**config.mk**
```make
export PLATFORM = sky130hd
export DESIGN_NAME = adc_cfg_regs
export DESIGN_NICKNAME = d
export VERILOG_FILES = /design/src/inc/adc_cfg_pkg.sv /design/src/core/prbs_gen.sv /design/src/core/adc_cfg_regs.sv
export SDC_FILE = /design/constraint.sdc
export NUM_CORES = 1
export LEC_CHECK = 0
export BUFFER_PORTS_ARGS = -buffer_cell sky130_fd_sc_hd__buf_2
export CORE_MARGIN = 3
export CORE_UTILIZATION = 40
export CTS_BUF_LIST = sky130_fd_sc_hd__clkbuf_4 sky130_fd_sc_hd__clkbuf_8 sky130_fd_sc_hd__clkbuf_16
export CTS_CLUSTER_DIAMETER = 80
export CTS_CLUSTER_SIZE = 12
export DETAILED_ROUTE_END_ITERATION = 16
export PLACE_DENSITY = 0.58
export REMOVE_ABC_BUFFERS = 1
export SETUP_SLACK_MARGIN = 0.3
export SLEW_MARGIN = 40
export SYNTH_ARGS = -nofsm -noshare
export SYNTH_HDL_FRONTEND = slang
export SYNTH_HIERARCHICAL = 1
export SYNTH_SLANG_ARGS = --single-unit
```
**constraint.sdc**
```tcl
create_clock -name CORE_CLK -period 3.5 [get_ports CORE_CLK]
set_clock_uncertainty 0.15 [all_clocks]
set_input_delay 0.175 -clock CORE_CLK [delete_from_list [all_inputs] [get_ports CORE_CLK]]
set_output_delay 0.175 -clock CORE_CLK [all_outputs]
set_load 0.05 [all_outputs]
```
**src/inc/adc_cfg_pkg.sv**
```systemverilog
// Register map, field layout and datapath constants of the output configuration bank
package adc_cfg_pkg;

   ////////////////////////////////////////////////////////////////////////////////
   // Register offsets and table indices
   localparam int NREG = 5;
   localparam int IDX_TEST = 0;
   localparam int IDX_OFFSET = 1;
   localparam int IDX_FORMAT = 2;
   localparam int IDX_CLKPOL = 3;
   localparam int IDX_REFSEL = 4;
   localparam logic [7:0] ADDR_TEST = 8'h0D;
   localparam logic [7:0] ADDR_OFFSET = 8'h10;
   localparam logic [7:0] ADDR_FORMAT = 8'h14;
   localparam logic [7:0] ADDR_CLKPOL = 8'h16;
   localparam logic [7:0] ADDR_REFSEL = 8'h18;
   localparam logic [7:0] ADDR_UPDATE = 8'hFF;

   // Reset values
   localparam logic [7:0] RST_TEST = 8'h00;
   localparam logic [7:0] RST_OFFSET = 8'h00;
   localparam logic [7:0] RST_FORMAT = 8'h00;
   localparam logic [7:0] RST_CLKPOL = 8'h00;
   localparam logic [7:0] RST_REFSEL = 8'hC0;

   // Implemented bits; open positions read as zero
   localparam logic [7:0] MASK_TEST = 8'h37;
   localparam logic [7:0] MASK_OFFSET = 8'h3F;
   localparam logic [7:0] MASK_FORMAT = 8'hD7;
   localparam logic [7:0] MASK_CLKPOL = 8'h80;
   localparam logic [7:0] MASK_REFSEL = 8'hC0;

   localparam logic [7:0] REG_ADDR_TAB [NREG] = '{ADDR_TEST, ADDR_OFFSET, ADDR_FORMAT,
                                                  ADDR_CLKPOL, ADDR_REFSEL};
   localparam logic [7:0] REG_RST_TAB [NREG] = '{RST_TEST, RST_OFFSET, RST_FORMAT,
                                                 RST_CLKPOL, RST_REFSEL};
   localparam logic [7:0] REG_MASK_TAB [NREG] = '{MASK_TEST, MASK_OFFSET, MASK_FORMAT,
                                                  MASK_CLKPOL, MASK_REFSEL};

   ////////////////////////////////////////////////////////////////////////////////
   // Field positions
   localparam int TP_SEL_LSB = 0;
   localparam int TP_SHORT_RST_BIT = 4;
   localparam int TP_LONG_RST_BIT = 5;
   localparam int OFS_LSB = 0;
   localparam int FMT_LSB = 0;
   localparam int INV_BIT = 2;
   localparam int DIS_BIT = 4;
   localparam int DRV_LSB = 6;
   localparam int CLKPOL_BIT = 7;
   localparam int REF_LSB = 6;
   localparam int XFER_BIT = 0;

   // Test pattern selections
   localparam logic [2:0] TP_OFF = 3'h0;
   localparam logic [2:0] TP_MID = 3'h1;
   localparam logic [2:0] TP_PFS = 3'h2;
   localparam logic [2:0] TP_NFS = 3'h3;
   localparam logic [2:0] TP_CHECK = 3'h4;
   localparam logic [2:0] TP_LONG = 3'h5;
   localparam logic [2:0] TP_SHORT = 3'h6;

   // Output data formats
   localparam logic [1:0] FMT_OFFBIN = 2'h0;
   localparam logic [1:0] FMT_TWOS = 2'h1;
   localparam logic [1:0] FMT_GRAY = 2'h2;

   ////////////////////////////////////////////////////////////////////////////////
   // Sample datapath
   localparam int SMP_W = 14;
   localparam logic [13:0] SMP_MID = 14'h2000;
   localparam logic [13:0] SMP_MAX = 14'h3FFF;
   localparam logic [13:0] SMP_MIN = 14'h0000;
   localparam logic [13:0] CHECK_A = 14'h2AAA;
   localparam logic [13:0] CHECK_B = 14'h1555;

   // Pseudo-random generators: stage count and feedback tap
   localparam int LONG_LEN = 23;
   localparam int LONG_TAP = 18;
   localparam int SHORT_LEN = 9;
   localparam int SHORT_TAP = 5;

   // Active configuration as seen by the datapath
   typedef struct packed {
      logic [2:0] test_sel;
      logic long_rst;
      logic short_rst;
      logic [5:0] offset;
      logic [1:0] format;
      logic invert;
      logic out_disable;
      logic [1:0] drv_cfg;
      logic clk_inv;
      logic [1:0] ref_sel;
   } cfg_t;

endpackage : adc_cfg_pkg

```
**src/core/prbs_gen.sv**
```systemverilog
// Linear feedback pseudo-random generator with a hold-in-reset control
`timescale 1ns/1ns
module prbs_gen
   import adc_cfg_pkg::*;
#(
   parameter int LEN = 9,
   parameter int TAP = 5
) (
   // Clock and reset
   input wire logic clk,
   input wire logic rst_n,
   // Control
   input wire logic hold,
   input wire logic step,
   // Pattern word
   output logic [SMP_W-1:0] word
);

   logic [LEN-1:0] state_r;
   logic fb;

   ////////////////////////////////////////////////////////////////////////////////
   // Feedback from last stage and tap
   assign fb = state_r[LEN-1] ^ state_r[TAP-1];

   // Seed of all ones while held, since an all-zero state would lock up
   always_ff @(posedge clk or negedge rst_n) begin
      if (!rst_n) begin
         state_r <= '1;
      end else if (hold) begin
         state_r <= '1;
      end else if (step) begin
         state_r <= {state_r[LEN-2:0], fb};
      end
   end

   // Short generators repeat their stages across the upper word bits
   for (genvar b = 0; b < SMP_W; b++) begin : g_word
      assign word[b] = state_r[b % LEN];
   end

endmodule : prbs_gen

```
**src/core/adc_cfg_regs.sv**
```systemverilog
// Staged output configuration registers and the output data path they steer
//
// How it works
// - Signed six-bit offset added to samples
// - Test select replaces data with chosen pattern
// - Long sequence reset bit holds 23-stage generator
// - Short sequence reset bit holds 9-stage generator
// - Output disable bit turns data outputs off
// - Invert bit flips every output data bit
// - Format field: offset binary, twos, Gray
// - Driver field selects output driver configuration
// - Bit seven inverts output clock polarity
// - Reference select top bits, reset value C0
// - Writes staged, transfer bit makes them active
`timescale 1ns/1ns
module adc_cfg_regs
   import adc_cfg_pkg::*;
(
   // Clock and reset
   input wire logic CORE_CLK,
   input wire logic RST_N,
   // Register port
   input wire logic [7:0] REG_ADDR,
   input wire logic [7:0] REG_WDATA,
   input wire logic REG_WR,
   input wire logic REG_RD,
   output logic [7:0] REG_RDATA,
   // Converted samples, offset binary
   input wire logic [SMP_W-1:0] SAMPLE_IN,
   input wire logic SAMPLE_VALID,
   // External output enable pin
   input wire logic EXT_OE_PIN,
   // Output data
   output logic [SMP_W-1:0] DATA_OUT,
   output logic DATA_VALID,
   output logic DATA_OE,
   // Static output controls
   output logic OUT_CLK_INV,
   output logic [1:0] DRV_CFG,
   output logic [1:0] REF_SEL
);

   logic [7:0] shadow_r [NREG];
   logic [7:0] active_r [NREG];
   logic [NREG-1:0] wr_hit;
   logic xfer;
   logic [7:0] rd_mux;
   logic [7:0] rdata_r;
   cfg_t cfg;
   logic oe_s1_r;
   logic oe_s2_r;
   logic check_r;
   logic [SMP_W-1:0] long_word;
   logic [SMP_W-1:0] short_word;
   logic [15:0] ofs_ext;
   logic [15:0] sum;
   logic [SMP_W-1:0] corrected;
   logic [SMP_W-1:0] pattern;
   logic [SMP_W-1:0] gray;
   logic [SMP_W-1:0] formatted;
   logic [SMP_W-1:0] data_nxt;
   logic [SMP_W-1:0] data_r;
   logic valid_r;

   ////////////////////////////////////////////////////////////////////////////////
   // Address decode
   assign xfer = REG_WR && (REG_ADDR == ADDR_UPDATE) && REG_WDATA[XFER_BIT];

   // Staged and active copies per register; the transfer bit itself is never stored
   for (genvar i = 0; i < NREG; i++) begin : g_reg
      assign wr_hit[i] = REG_WR && (REG_ADDR == REG_ADDR_TAB[i]);

      always_ff @(posedge CORE_CLK or negedge RST_N) begin
         if (!RST_N) begin
            shadow_r[i] <= REG_RST_TAB[i];
         end else if (wr_hit[i]) begin
            shadow_r[i] <= REG_WDATA & REG_MASK_TAB[i];
         end
      end

      // All registers move together so a format change never lands half-done
      always_ff @(posedge CORE_CLK or negedge RST_N) begin
         if (!RST_N) begin
            active_r[i] <= REG_RST_TAB[i];
         end else if (xfer) begin
            active_r[i] <= shadow_r[i];
         end
      end
   end

   ////////////////////////////////////////////////////////////////////////////////
   // Read back the staged values; the update register and unmapped offsets read zero
   always_comb begin
      rd_mux = 8'h00;
      for (int i = 0; i < NREG; i++) begin
         if (REG_ADDR == REG_ADDR_TAB[i]) begin
            rd_mux = shadow_r[i];
         end
      end
   end

   always_ff @(posedge CORE_CLK or negedge RST_N) begin
      if (!RST_N) begin
         rdata_r <= 8'h00;
      end else if (REG_RD) begin
         rdata_r <= rd_mux;
      end
   end

   assign REG_RDATA = rdata_r;

   ////////////////////////////////////////////////////////////////////////////////
   // Field extraction from the active copies
   assign cfg.test_sel = active_r[IDX_TEST][TP_SEL_LSB +: 3];
   assign cfg.long_rst = active_r[IDX_TEST][TP_LONG_RST_BIT];
   assign cfg.short_rst = active_r[IDX_TEST][TP_SHORT_RST_BIT];
   assign cfg.offset = active_r[IDX_OFFSET][OFS_LSB +: 6];
   assign cfg.format = active_r[IDX_FORMAT][FMT_LSB +: 2];
   assign cfg.invert = active_r[IDX_FORMAT][INV_BIT];
   assign cfg.out_disable = active_r[IDX_FORMAT][DIS_BIT];
   assign cfg.drv_cfg = active_r[IDX_FORMAT][DRV_LSB +: 2];
   assign cfg.clk_inv = active_r[IDX_CLKPOL][CLKPOL_BIT];
   assign cfg.ref_sel = active_r[IDX_REFSEL][REF_LSB +: 2];

   // Static controls straight from the active flops
   assign OUT_CLK_INV = cfg.clk_inv;
   assign DRV_CFG = cfg.drv_cfg;
   assign REF_SEL = cfg.ref_sel;

   ////////////////////////////////////////////////////////////////////////////////
   // Pin synchroniser for the external enable
   always_ff @(posedge CORE_CLK or negedge RST_N) begin
      if (!RST_N) begin
         oe_s1_r <= 1'b0;
         oe_s2_r <= 1'b0;
      end else begin
         oe_s1_r <= EXT_OE_PIN;
         oe_s2_r <= oe_s1_r;
      end
   end

   // Drivers on only when the pin allows it and the disable bit is clear
   assign DATA_OE = oe_s2_r & ~cfg.out_disable;

   ////////////////////////////////////////////////////////////////////////////////
   // Pattern generators advance once per sample
   prbs_gen #(
      .LEN(LONG_LEN),
      .TAP(LONG_TAP)
   ) u_long (
      .clk(CORE_CLK),
      .rst_n(RST_N),
      .hold(cfg.long_rst),
      .step(SAMPLE_VALID),
      .word(long_word)
   );

   prbs_gen #(
      .LEN(SHORT_LEN),
      .TAP(SHORT_TAP)
   ) u_short (
      .clk(CORE_CLK),
      .rst_n(RST_N),
      .hold(cfg.short_rst),
      .step(SAMPLE_VALID),
      .word(short_word)
   );

   // Checkerboard phase alternates per sample
   always_ff @(posedge CORE_CLK or negedge RST_N) begin
      if (!RST_N) begin
         check_r <= 1'b0;
      end else if (SAMPLE_VALID) begin
         check_r <= ~check_r;
      end
   end

   ////////////////////////////////////////////////////////////////////////////////
   // Offset correction with clamping; a wrap at the rails would look like full-scale swing
   assign ofs_ext = {{10{cfg.offset[5]}}, cfg.offset};
   assign sum = {2'b00, SAMPLE_IN} + ofs_ext;
   assign corrected = sum[15] ? SMP_MIN : (sum[14] ? SMP_MAX : sum[SMP_W-1:0]);

   // Test selection in place of converted data
   always_comb begin
      case (cfg.test_sel)
         TP_OFF: pattern = corrected;
         TP_MID: pattern = SMP_MID;
         TP_PFS: pattern = SMP_MAX;
         TP_NFS: pattern = SMP_MIN;
         TP_CHECK: pattern = check_r ? CHECK_B : CHECK_A;
         TP_LONG: pattern = long_word;
         TP_SHORT: pattern = short_word;
         default: pattern = corrected;
      endcase
   end

   // Output format, then inversion; code 11 falls back to offset binary
   assign gray = pattern ^ {1'b0, pattern[SMP_W-1:1]};
   always_comb begin
      case (cfg.format)
         FMT_OFFBIN: formatted = pattern;
         FMT_TWOS: formatted = {~pattern[SMP_W-1], pattern[SMP_W-2:0]};
         FMT_GRAY: formatted = gray;
         default: formatted = pattern;
      endcase
   end

   assign data_nxt = cfg.invert ? ~formatted : formatted;

   ////////////////////////////////////////////////////////////////////////////////
   // Output register, one cycle behind the sample
   always_ff @(posedge CORE_CLK or negedge RST_N) begin
      if (!RST_N) begin
         data_r <= SMP_MIN;
         valid_r <= 1'b0;
      end else begin
         valid_r <= SAMPLE_VALID;
         if (SAMPLE_VALID) begin
            data_r <= data_nxt;
         end
      end
   end

   assign DATA_OUT = data_r;
   assign DATA_VALID = valid_r;

endmodule : adc_cfg_regs

```
==> summary.txt, run 1 <==
Floorplan
  – Core area: 0.0148 sq mm
  – Top Ports: 65
  – DIE WIDTH: 130 um
  – Die H: 130 um
  – Std cell rows: 44
  – Starting Density: 0.417
  – Die area: 0.0170 sq mm

Setup path
  – Reg2reg end: DATA_OUT[12]$_DFFE_PN0P_
  – Reg2Reg Launch Point: active_r[29]$_DFFE_PN0P_
  – Critical Path AT: 3.43 ns
  – WS Path Type: reg -> reg
  – Worst reg2reg path depth: 12
  – Reg2Reg Setup Slack: 0.15 ns
  – Worst EP required: 3.58 ns
  – CP Launch Type: register
  – Critical path peak fanout: 4
  – Crit path capture type: register

Yosys
  – Ys Warns: 6
  – Synth Area per Inst: 10.0 sq um
  – Share of Yosys cell area claimed by the top area cell type: 0.251
  – Count of state elements after synthesis: 98
  – Number of flops mapped to enable cells by yosys: 0
  – Seq/Total Area, Yosys: 0.405
  – Mapped Cells: 615
  – Synth cell types: 78
  – Post-synth ARST share: 1.00
  – Largest cells by area after synthesis: dfrtp_1, dfstp_2, mux2_2
  – Syn Std Cell Area: 0.00617 sq mm
  – Leading register cell type out of synthesis: dfrtp_1
  – Cell taking the most area after synthesis: dfrtp_1

Cells and area
  – Multi-input logic area: 0.00372 sq mm
  – N_diodes: 0
  – Fillcell total: 1355
  – Most common cell after layout, fill and taps aside: buf_2
  – Final instance area: 0.00773 sq mm
  – Fin util: 0.522
  – NumNets Final: 755
  – Area Growth Syn to Fin: 25.3%
  – Share of cells above drive strength 1: 0.412
  – Most frequent cells in the layout: buf_2, nand2_1, dfrtp_1
  – Register area: 0.00250 sq mm

Timing
  – Worst Tran Pin Value: 0.642 ns
  – Period utilization: 0.958
  – Peak Freq: 298 MHz
  – Minimum clock period: 3.35 ns
  – Fin Setup TNS: 0 ns
  – Final Hold Vio Count: 0
  – Final setup viols: 0
  – Relative slew margins: 0.572
  – Slew Viols, Final: 0
  – RSZ-0062 raised after global routing: yes

Pwr
  – Total power: 3.42 mW
  – Worst vdd ir: 239 uV
  – Pwr dens: 442 mW/mm^2
  – Leak pwr: 3.32 nW

Detailed routing
  – Via density: 5.63
  – Starting DRT DRC Count: 250
  – ANT nets after route: 0
  – DR WL/cell: 17.7 um
  – Vias: 5010
  – DR DRC count: 0
  – 1st-pass router iterations: 5
  – DRT Wirelength: 15.8 mm

Clocking
  – Clock-pin slew on the worst setup and hold paths: 0.07 ns
  – CTS sink count: 98
  – Clock Latency Late Sink: 0.35 ns
  – CTS root buf: clkbuf_16
  – H-Tree Depth: 3
  – CTS Buf Count: 9
  – CTS tree: done
  – CTS max path bufs: 2

Global route
  – Largest net degree at the start of global routing: 61
  – Vias in the first global route: 5028
  – Global-route wire length before repair: 25.5 mm
  – Initial antenna violation count: 0
  – GR Util All Layers: 0.191
  – Residual overflow from global routing: 0

Placement
  – Number of port buffers: 64
  – Global placement routability congestion: 0.924
  – DP HPWL: 11.3 mm
  – Placed Area: 0.00661 sq mm

Outcome
  – Outcome: finished, final reports clean

Worst hold path
  – Worst hold path class: in -> reg
  – Min-Delay Path Depth: 2
  – Hold EP: REG_RDATA[5]$_DFFE_PN0P_
  – Hold Path Origin: REG_RD

Flow run
  – Max-Cap Viols: 0
==> routing by layer <==
metal	GRT usage	wire (um)
met2	0.309	7430
met1	0.260	7240
met5	0	0
met3	0.0311	707
met4	0.0703	408
==> final cells by class <==
type,instances,share of cell area
inverter,15,0.00728
timing repair buffer,131,0.119
tap,184,0.0298
sequential,98,0.323
multi-input combinational,446,0.482
clock buffer,11,0.0311
clock inverter,5,0.00842
==> repair_timing <==
action	CTS	global route
resized for setup	66	24
endpoints found under the setup margin	14	14
hold endpoints to repair	61	0
pin swaps	17	20
setup buffers	19	6
hold buffers	10	0
==> critical path, cell delays in order, from the launching register on <==
cell and delay, ns:
dfrtp_2 0.44, buf_12 0.15, ha_4 0.22, a211o_1 0.31, a221oi_4 0.35, o21a_2 0.23
buf_6 0.12, o211ai_1 0.14, o211ai_1 0.24, a22oi_2 0.11, or3_4 0.35, nand4_1 0.09
or3b_1 0.34
==> how the worst max path moves through the flow <==
stage | startpoint | endpoint | slack, ns
after global placement | active_r[29]$_DFFE_PN0P_ | DATA_OUT[8]$_DFFE_PN0P_ | 0.09
after floorplan | active_r[29]$_DFFE_PN0P_ | DATA_OUT[8]$_DFFE_PN0P_ | 0.14
after detailed placement | active_r[24]$_DFFE_PN0P_ | DATA_OUT[0]$_DFFE_PN0P_ | 0.008
final | active_r[29]$_DFFE_PN0P_ | DATA_OUT[12]$_DFFE_PN0P_ | 0.15
after CTS | active_r[29]$_DFFE_PN0P_ | DATA_OUT[12]$_DFFE_PN0P_ | 0.26
after global routing | active_r[29]$_DFFE_PN0P_ | DATA_OUT[12]$_DFFE_PN0P_ | 0.06
==> synthesized netlist by cell type, types with 4 or more instances <==
cell / n
a21o_1: 4
a21oi_1: 32
a22o_1: 11
a22oi_1: 11
a31oi_1: 13
and2_1: 9
buf_2: 7
buf_4: 24
clkbuf_1: 20
dfrtp_1: 62
dfstp_2: 36
ha_1: 17
inv_1: 14
mux2_2: 40
mux2i_1: 39
nand2_1: 63
nand2b_1: 4
nand3_1: 12
nand3b_1: 5
nor2_1: 24
nor2b_1: 5
nor3_1: 11
o211ai_1: 5
o21a_1: 5
o21ai_0: 40
o22ai_1: 4
or3_1: 5
xnor2_1: 12
xor2_1: 8
==> metrics by stage <==
step                setup WS (ns)  hold WS [ns]  cells
floorplan                   0.143        -0.271    559
global placement           0.0928         0.136    839
detailed placement        0.00775         0.145    839
CTS                         0.264        0.0272    884
global route               0.0565        0.0515    890
finish                      0.147        0.0364    890
==> report_power, final <==
part	switching (mW)	total, mW	internal [mW]
Sequential	0.192	1.69	1.50
Combinational	0.400	0.705	0.305
Clock	0.440	1.02	0.576
==> registers in the layout (all words and copies together), names as in the netlist, 2 cells and up <==
name and cells:
shadow_r 20, DATA_OUT 14, active_r 15, DRV_CFG 2, u_short/state_r 9, REG_RDATA 8
REF_SEL 2, u_long/state_r 23
==> kinds of logic (layout without fill, tap and decap cells) <==
kind of cell             count (synthesis)  in the layout  share of synthesized area
AO/OA/AOI/OAI                          165            165                      0.189
adder cells (fa/ha/maj)                 18             18                     0.0377
XOR/XNOR                                20             20                     0.0284
flip-flops                              98             98                      0.405
AND/OR/NAND/NOR                        163            163                      0.132
buffers and inverters                   71            162                     0.0681
multiplexers                            80             80                      0.140
No activity file was read; power rests on OpenSTA's default activity.
==> run 2: changes to the inputs <==
--- a/config.mk
+++ b/config.mk
@@ -13,7 +13,6 @@
 export CTS_CLUSTER_SIZE = 12
 export DETAILED_ROUTE_END_ITERATION = 16
 export PLACE_DENSITY = 0.58
-export REMOVE_ABC_BUFFERS = 1
 export SETUP_SLACK_MARGIN = 0.3
 export SLEW_MARGIN = 40
 export SYNTH_ARGS = -nofsm -noshare
==> run 2 against run 1 <==
Against the previous run:
- register-to-register slack about the same
- global-route usage down 0.83 points
- first-iteration DRC count up 58%
- power down 0.90%
- critical endpoint is now DATA_OUT[8]$_DFFE_PN0P_
- highest routed layer unchanged
==> summary.txt, run 2 (synthesis gave the netlist of run 1 again) <==
Global route
  – Vias in the first global route: 4855 (was 5028)
  – GR Util All Layers: 0.183 (was 0.191)
  – Initial antenna violation count: 0 (unchanged)
  – Largest net degree at the start of global routing: 81 (was 61)
  – Residual overflow from global routing: 0 (unchanged)
  – Global-route wire length before repair: 24.6 mm (was 25.5 mm)

Outcome
  – Outcome: finished, final reports clean (unchanged)

Cells and area
  – Most flop-heavy register: u_long/state_r (unchanged)
  – Most common cell after layout, fill and taps aside: buf_2 (unchanged)
  – NumNets Final: 751 (was 755)
  – Fillcell total: 1285 (was 1355)
  – Area Growth Syn to Fin: 25.0% (was 25.3%)
  – Largest regs: u_long/state_r (23), shadow_r (20), active_r (15) (unchanged)
  – N_diodes: 0 (unchanged)
  – Fin util: 0.521 (was 0.522)
  – Non-Filler Instances: 886 (was 890)
  – Most frequent cells in the layout: buf_2, dfrtp_1, nand2_1 (was buf_2, nand2_1, dfrtp_1)
  – Number of flip-flops in the largest register: 23 (unchanged)
  – Share of cells above drive strength 1: 0.410 (was 0.412)
  – Final instance area: 0.00772 sq mm (was 0.00773 sq mm)

Floorplan
  – Top Ports: 65 (unchanged)
  – Starting Density: 0.417 (unchanged)
  – Die area: 0.0170 sq mm (unchanged)
  – DIE WIDTH: 130 um (unchanged)
  – Core area: 0.0148 sq mm (unchanged)
  – Die H: 130 um (unchanged)
  – Std cell rows: 44 (unchanged)

Flow run
  – Max-Cap Viols: 0 (unchanged)

Clocking
  – CTS max path bufs: 2 (unchanged)
  – H-Tree Depth: 3 (unchanged)
  – CTS root buf: clkbuf_16 (unchanged)
  – CTS Buf Count: 9 (unchanged)
  – Clock-pin slew on the worst setup and hold paths: 0.08 ns (was 0.07 ns)
  – Clock Latency Late Sink: 0.36 ns (was 0.35 ns)
  – CTS tree: done (unchanged)
  – CTS sink count: 98 (unchanged)

Pwr
  – Total power: 3.39 mW (was 3.42 mW)
  – Worst vdd ir: 528 uV (was 239 uV)
  – Leak pwr: 3.33 nW (was 3.32 nW)
  – Pwr dens: 439 mW/mm^2 (was 442 mW/mm^2)

Detailed routing
  – ANT nets after route: 0 (unchanged)
  – 1st-pass router iterations: 5 (unchanged)
  – DR WL/cell: 17.4 um (was 17.7 um)
  – DR DRC count: 0 (unchanged)
  – Via density: 5.61 (was 5.63)
  – Starting DRT DRC Count: 394 (was 250)
  – Vias: 4968 (was 5010)
  – DRT Wirelength: 15.4 mm (was 15.8 mm)

Placement
  – Placement Setup Slack: -0.0772 ns (was 0.00775 ns)
  – Placed Area: 0.00657 sq mm (was 0.00661 sq mm)
  – Cell count after placement: 834 (was 839)
  – Number of port buffers: 64 (unchanged)
  – Global placement routability congestion: 0.960 (was 0.924)
  – DP HPWL: 10.8 mm (was 11.3 mm)

Timing
  – Fin Setup TNS: 0 ns (unchanged)
  – Peak Freq: 299 MHz (was 298 MHz)
  – Slew Viols, Final: 0 (unchanged)
  – Hold WS: 0.0794 ns (was 0.0364 ns)
  – Period utilization: 0.957 (was 0.958)
  – Final setup viols: 0 (unchanged)
  – Final setup margin: 0.151 ns (was 0.147 ns)
  – Final Hold Vio Count: 0 (unchanged)
  – RSZ-0062 raised after global routing: yes (unchanged)
  – Worst Tran Pin Value: 0.739 ns (was 0.642 ns)
  – Minimum clock period: 3.35 ns (about the same)
  – Relative slew margins: 0.507 (was 0.572)

Worst hold path
  – Worst hold path class: in -> reg (unchanged)

Setup path
  – Crit path capture type: register (unchanged)
  – Worst EP required: 3.59 ns (was 3.58 ns)
  – Worst path slowest cell: dfrtp_2 (unchanged)
  – Worst path max stage delay: 0.49 ns (was 0.44 ns)
  – Critical Path, Cell by Cell: buf_6 > ha_4 > and3_4 > a221oi_4 > buf_4 > o21a_4 > buf_6 > o211ai_4 > a31oi_4 > and2_4 > a221o_1 > xor2_1 > mux2_4 (was buf_12 > ha_4 > a211o_1 > a221oi_4 > o21a_2 > buf_6 > o211ai_1 > o211ai_1 > a22oi_2 > or3_4 > nand4_1 > or3b_1)
  – CP Launch Type: register (unchanged)
  – Critical Path AT: 3.44 ns (was 3.43 ns)
  – Critical path's top delay family: compound AO/OA/AOI/OAI gates (unchanged)
  – Buf/Inv on CP: 3 (was 2)
  – Most common cell on crit path: buf_6 (was o211ai_1)
  – WS Path Type: reg -> reg (unchanged)
  – Critical path peak fanout: 6 (was 4)

Yosys
  – Syn nets: 669
[run 2: power breakdown]
part	switching, mW	leakage [nW]	internal [mW]
clock	0.488	0.149	0.510
sequential	0.193	1.16	1.50
combinational	0.393	2.02	0.301
total	1.07	3.33	2.31
[run 2: path summary, 6_finish.rpt]
kind	start	endpoint	slack, ns	cells past startpoint
min reg2reg	oe_s1_r$_DFF_PN0_	oe_s2_r$_DFF_PN0_	0.20	0
min	REG_ADDR[2]	shadow_r[15]$_DFFE_PN0P_	0.08	3
min in group asynchronous	RST_N	DATA_OUT[3]$_DFFE_PN0P_	0.24	2
max in group asynchronous	RST_N	u_long/state_r[20]$_DFFE_PN1P_	2.18	3
max	active_r[29]$_DFFE_PN0P_	DATA_OUT[8]$_DFFE_PN0P_	0.15	13
max reg2reg	active_r[29]$_DFFE_PN0P_	DATA_OUT[8]$_DFFE_PN0P_	0.15	13
[run 2: worst min-delay path, cell delays in order]
cell and delay, ns:
buf_2 0.14, nand4_1 0.10, mux2_2 0.14
[run 2: layout make-up]
cell class | instances | area [sq um] | area share
Inverter | 15 | 56.3 | 0.00730
Multi-Input combinational cell | 446 | 3750 | 0.486
Tap cell | 184 | 230 | 0.0298
Clock inverter | 7 | 78.8 | 0.0102
Clock buffer | 9 | 225 | 0.0292
Sequential cell | 98 | 2500 | 0.324
Timing Repair Buffer | 127 | 881 | 0.114
[run 2: repair_timing]
action | CTS | global route
gates cloned | 0 | 0
resized for setup | 54 | 38
pin swaps | 32 | 44
hold buffers | 11 | 0
endpoints found under the setup margin | 14 | 14
endpoints found under the hold margin | 75 | 0
setup buffers | 22 | 3
[run 2: layer usage]
metal,GRT usage,up-vias,wire length (um)
met5,0,-,0
met4,0.0550,0,331
met3,0.0405,24,636
met2,0.302,125,7520
met1,0.241,2424,6920
li1,-,2395,-
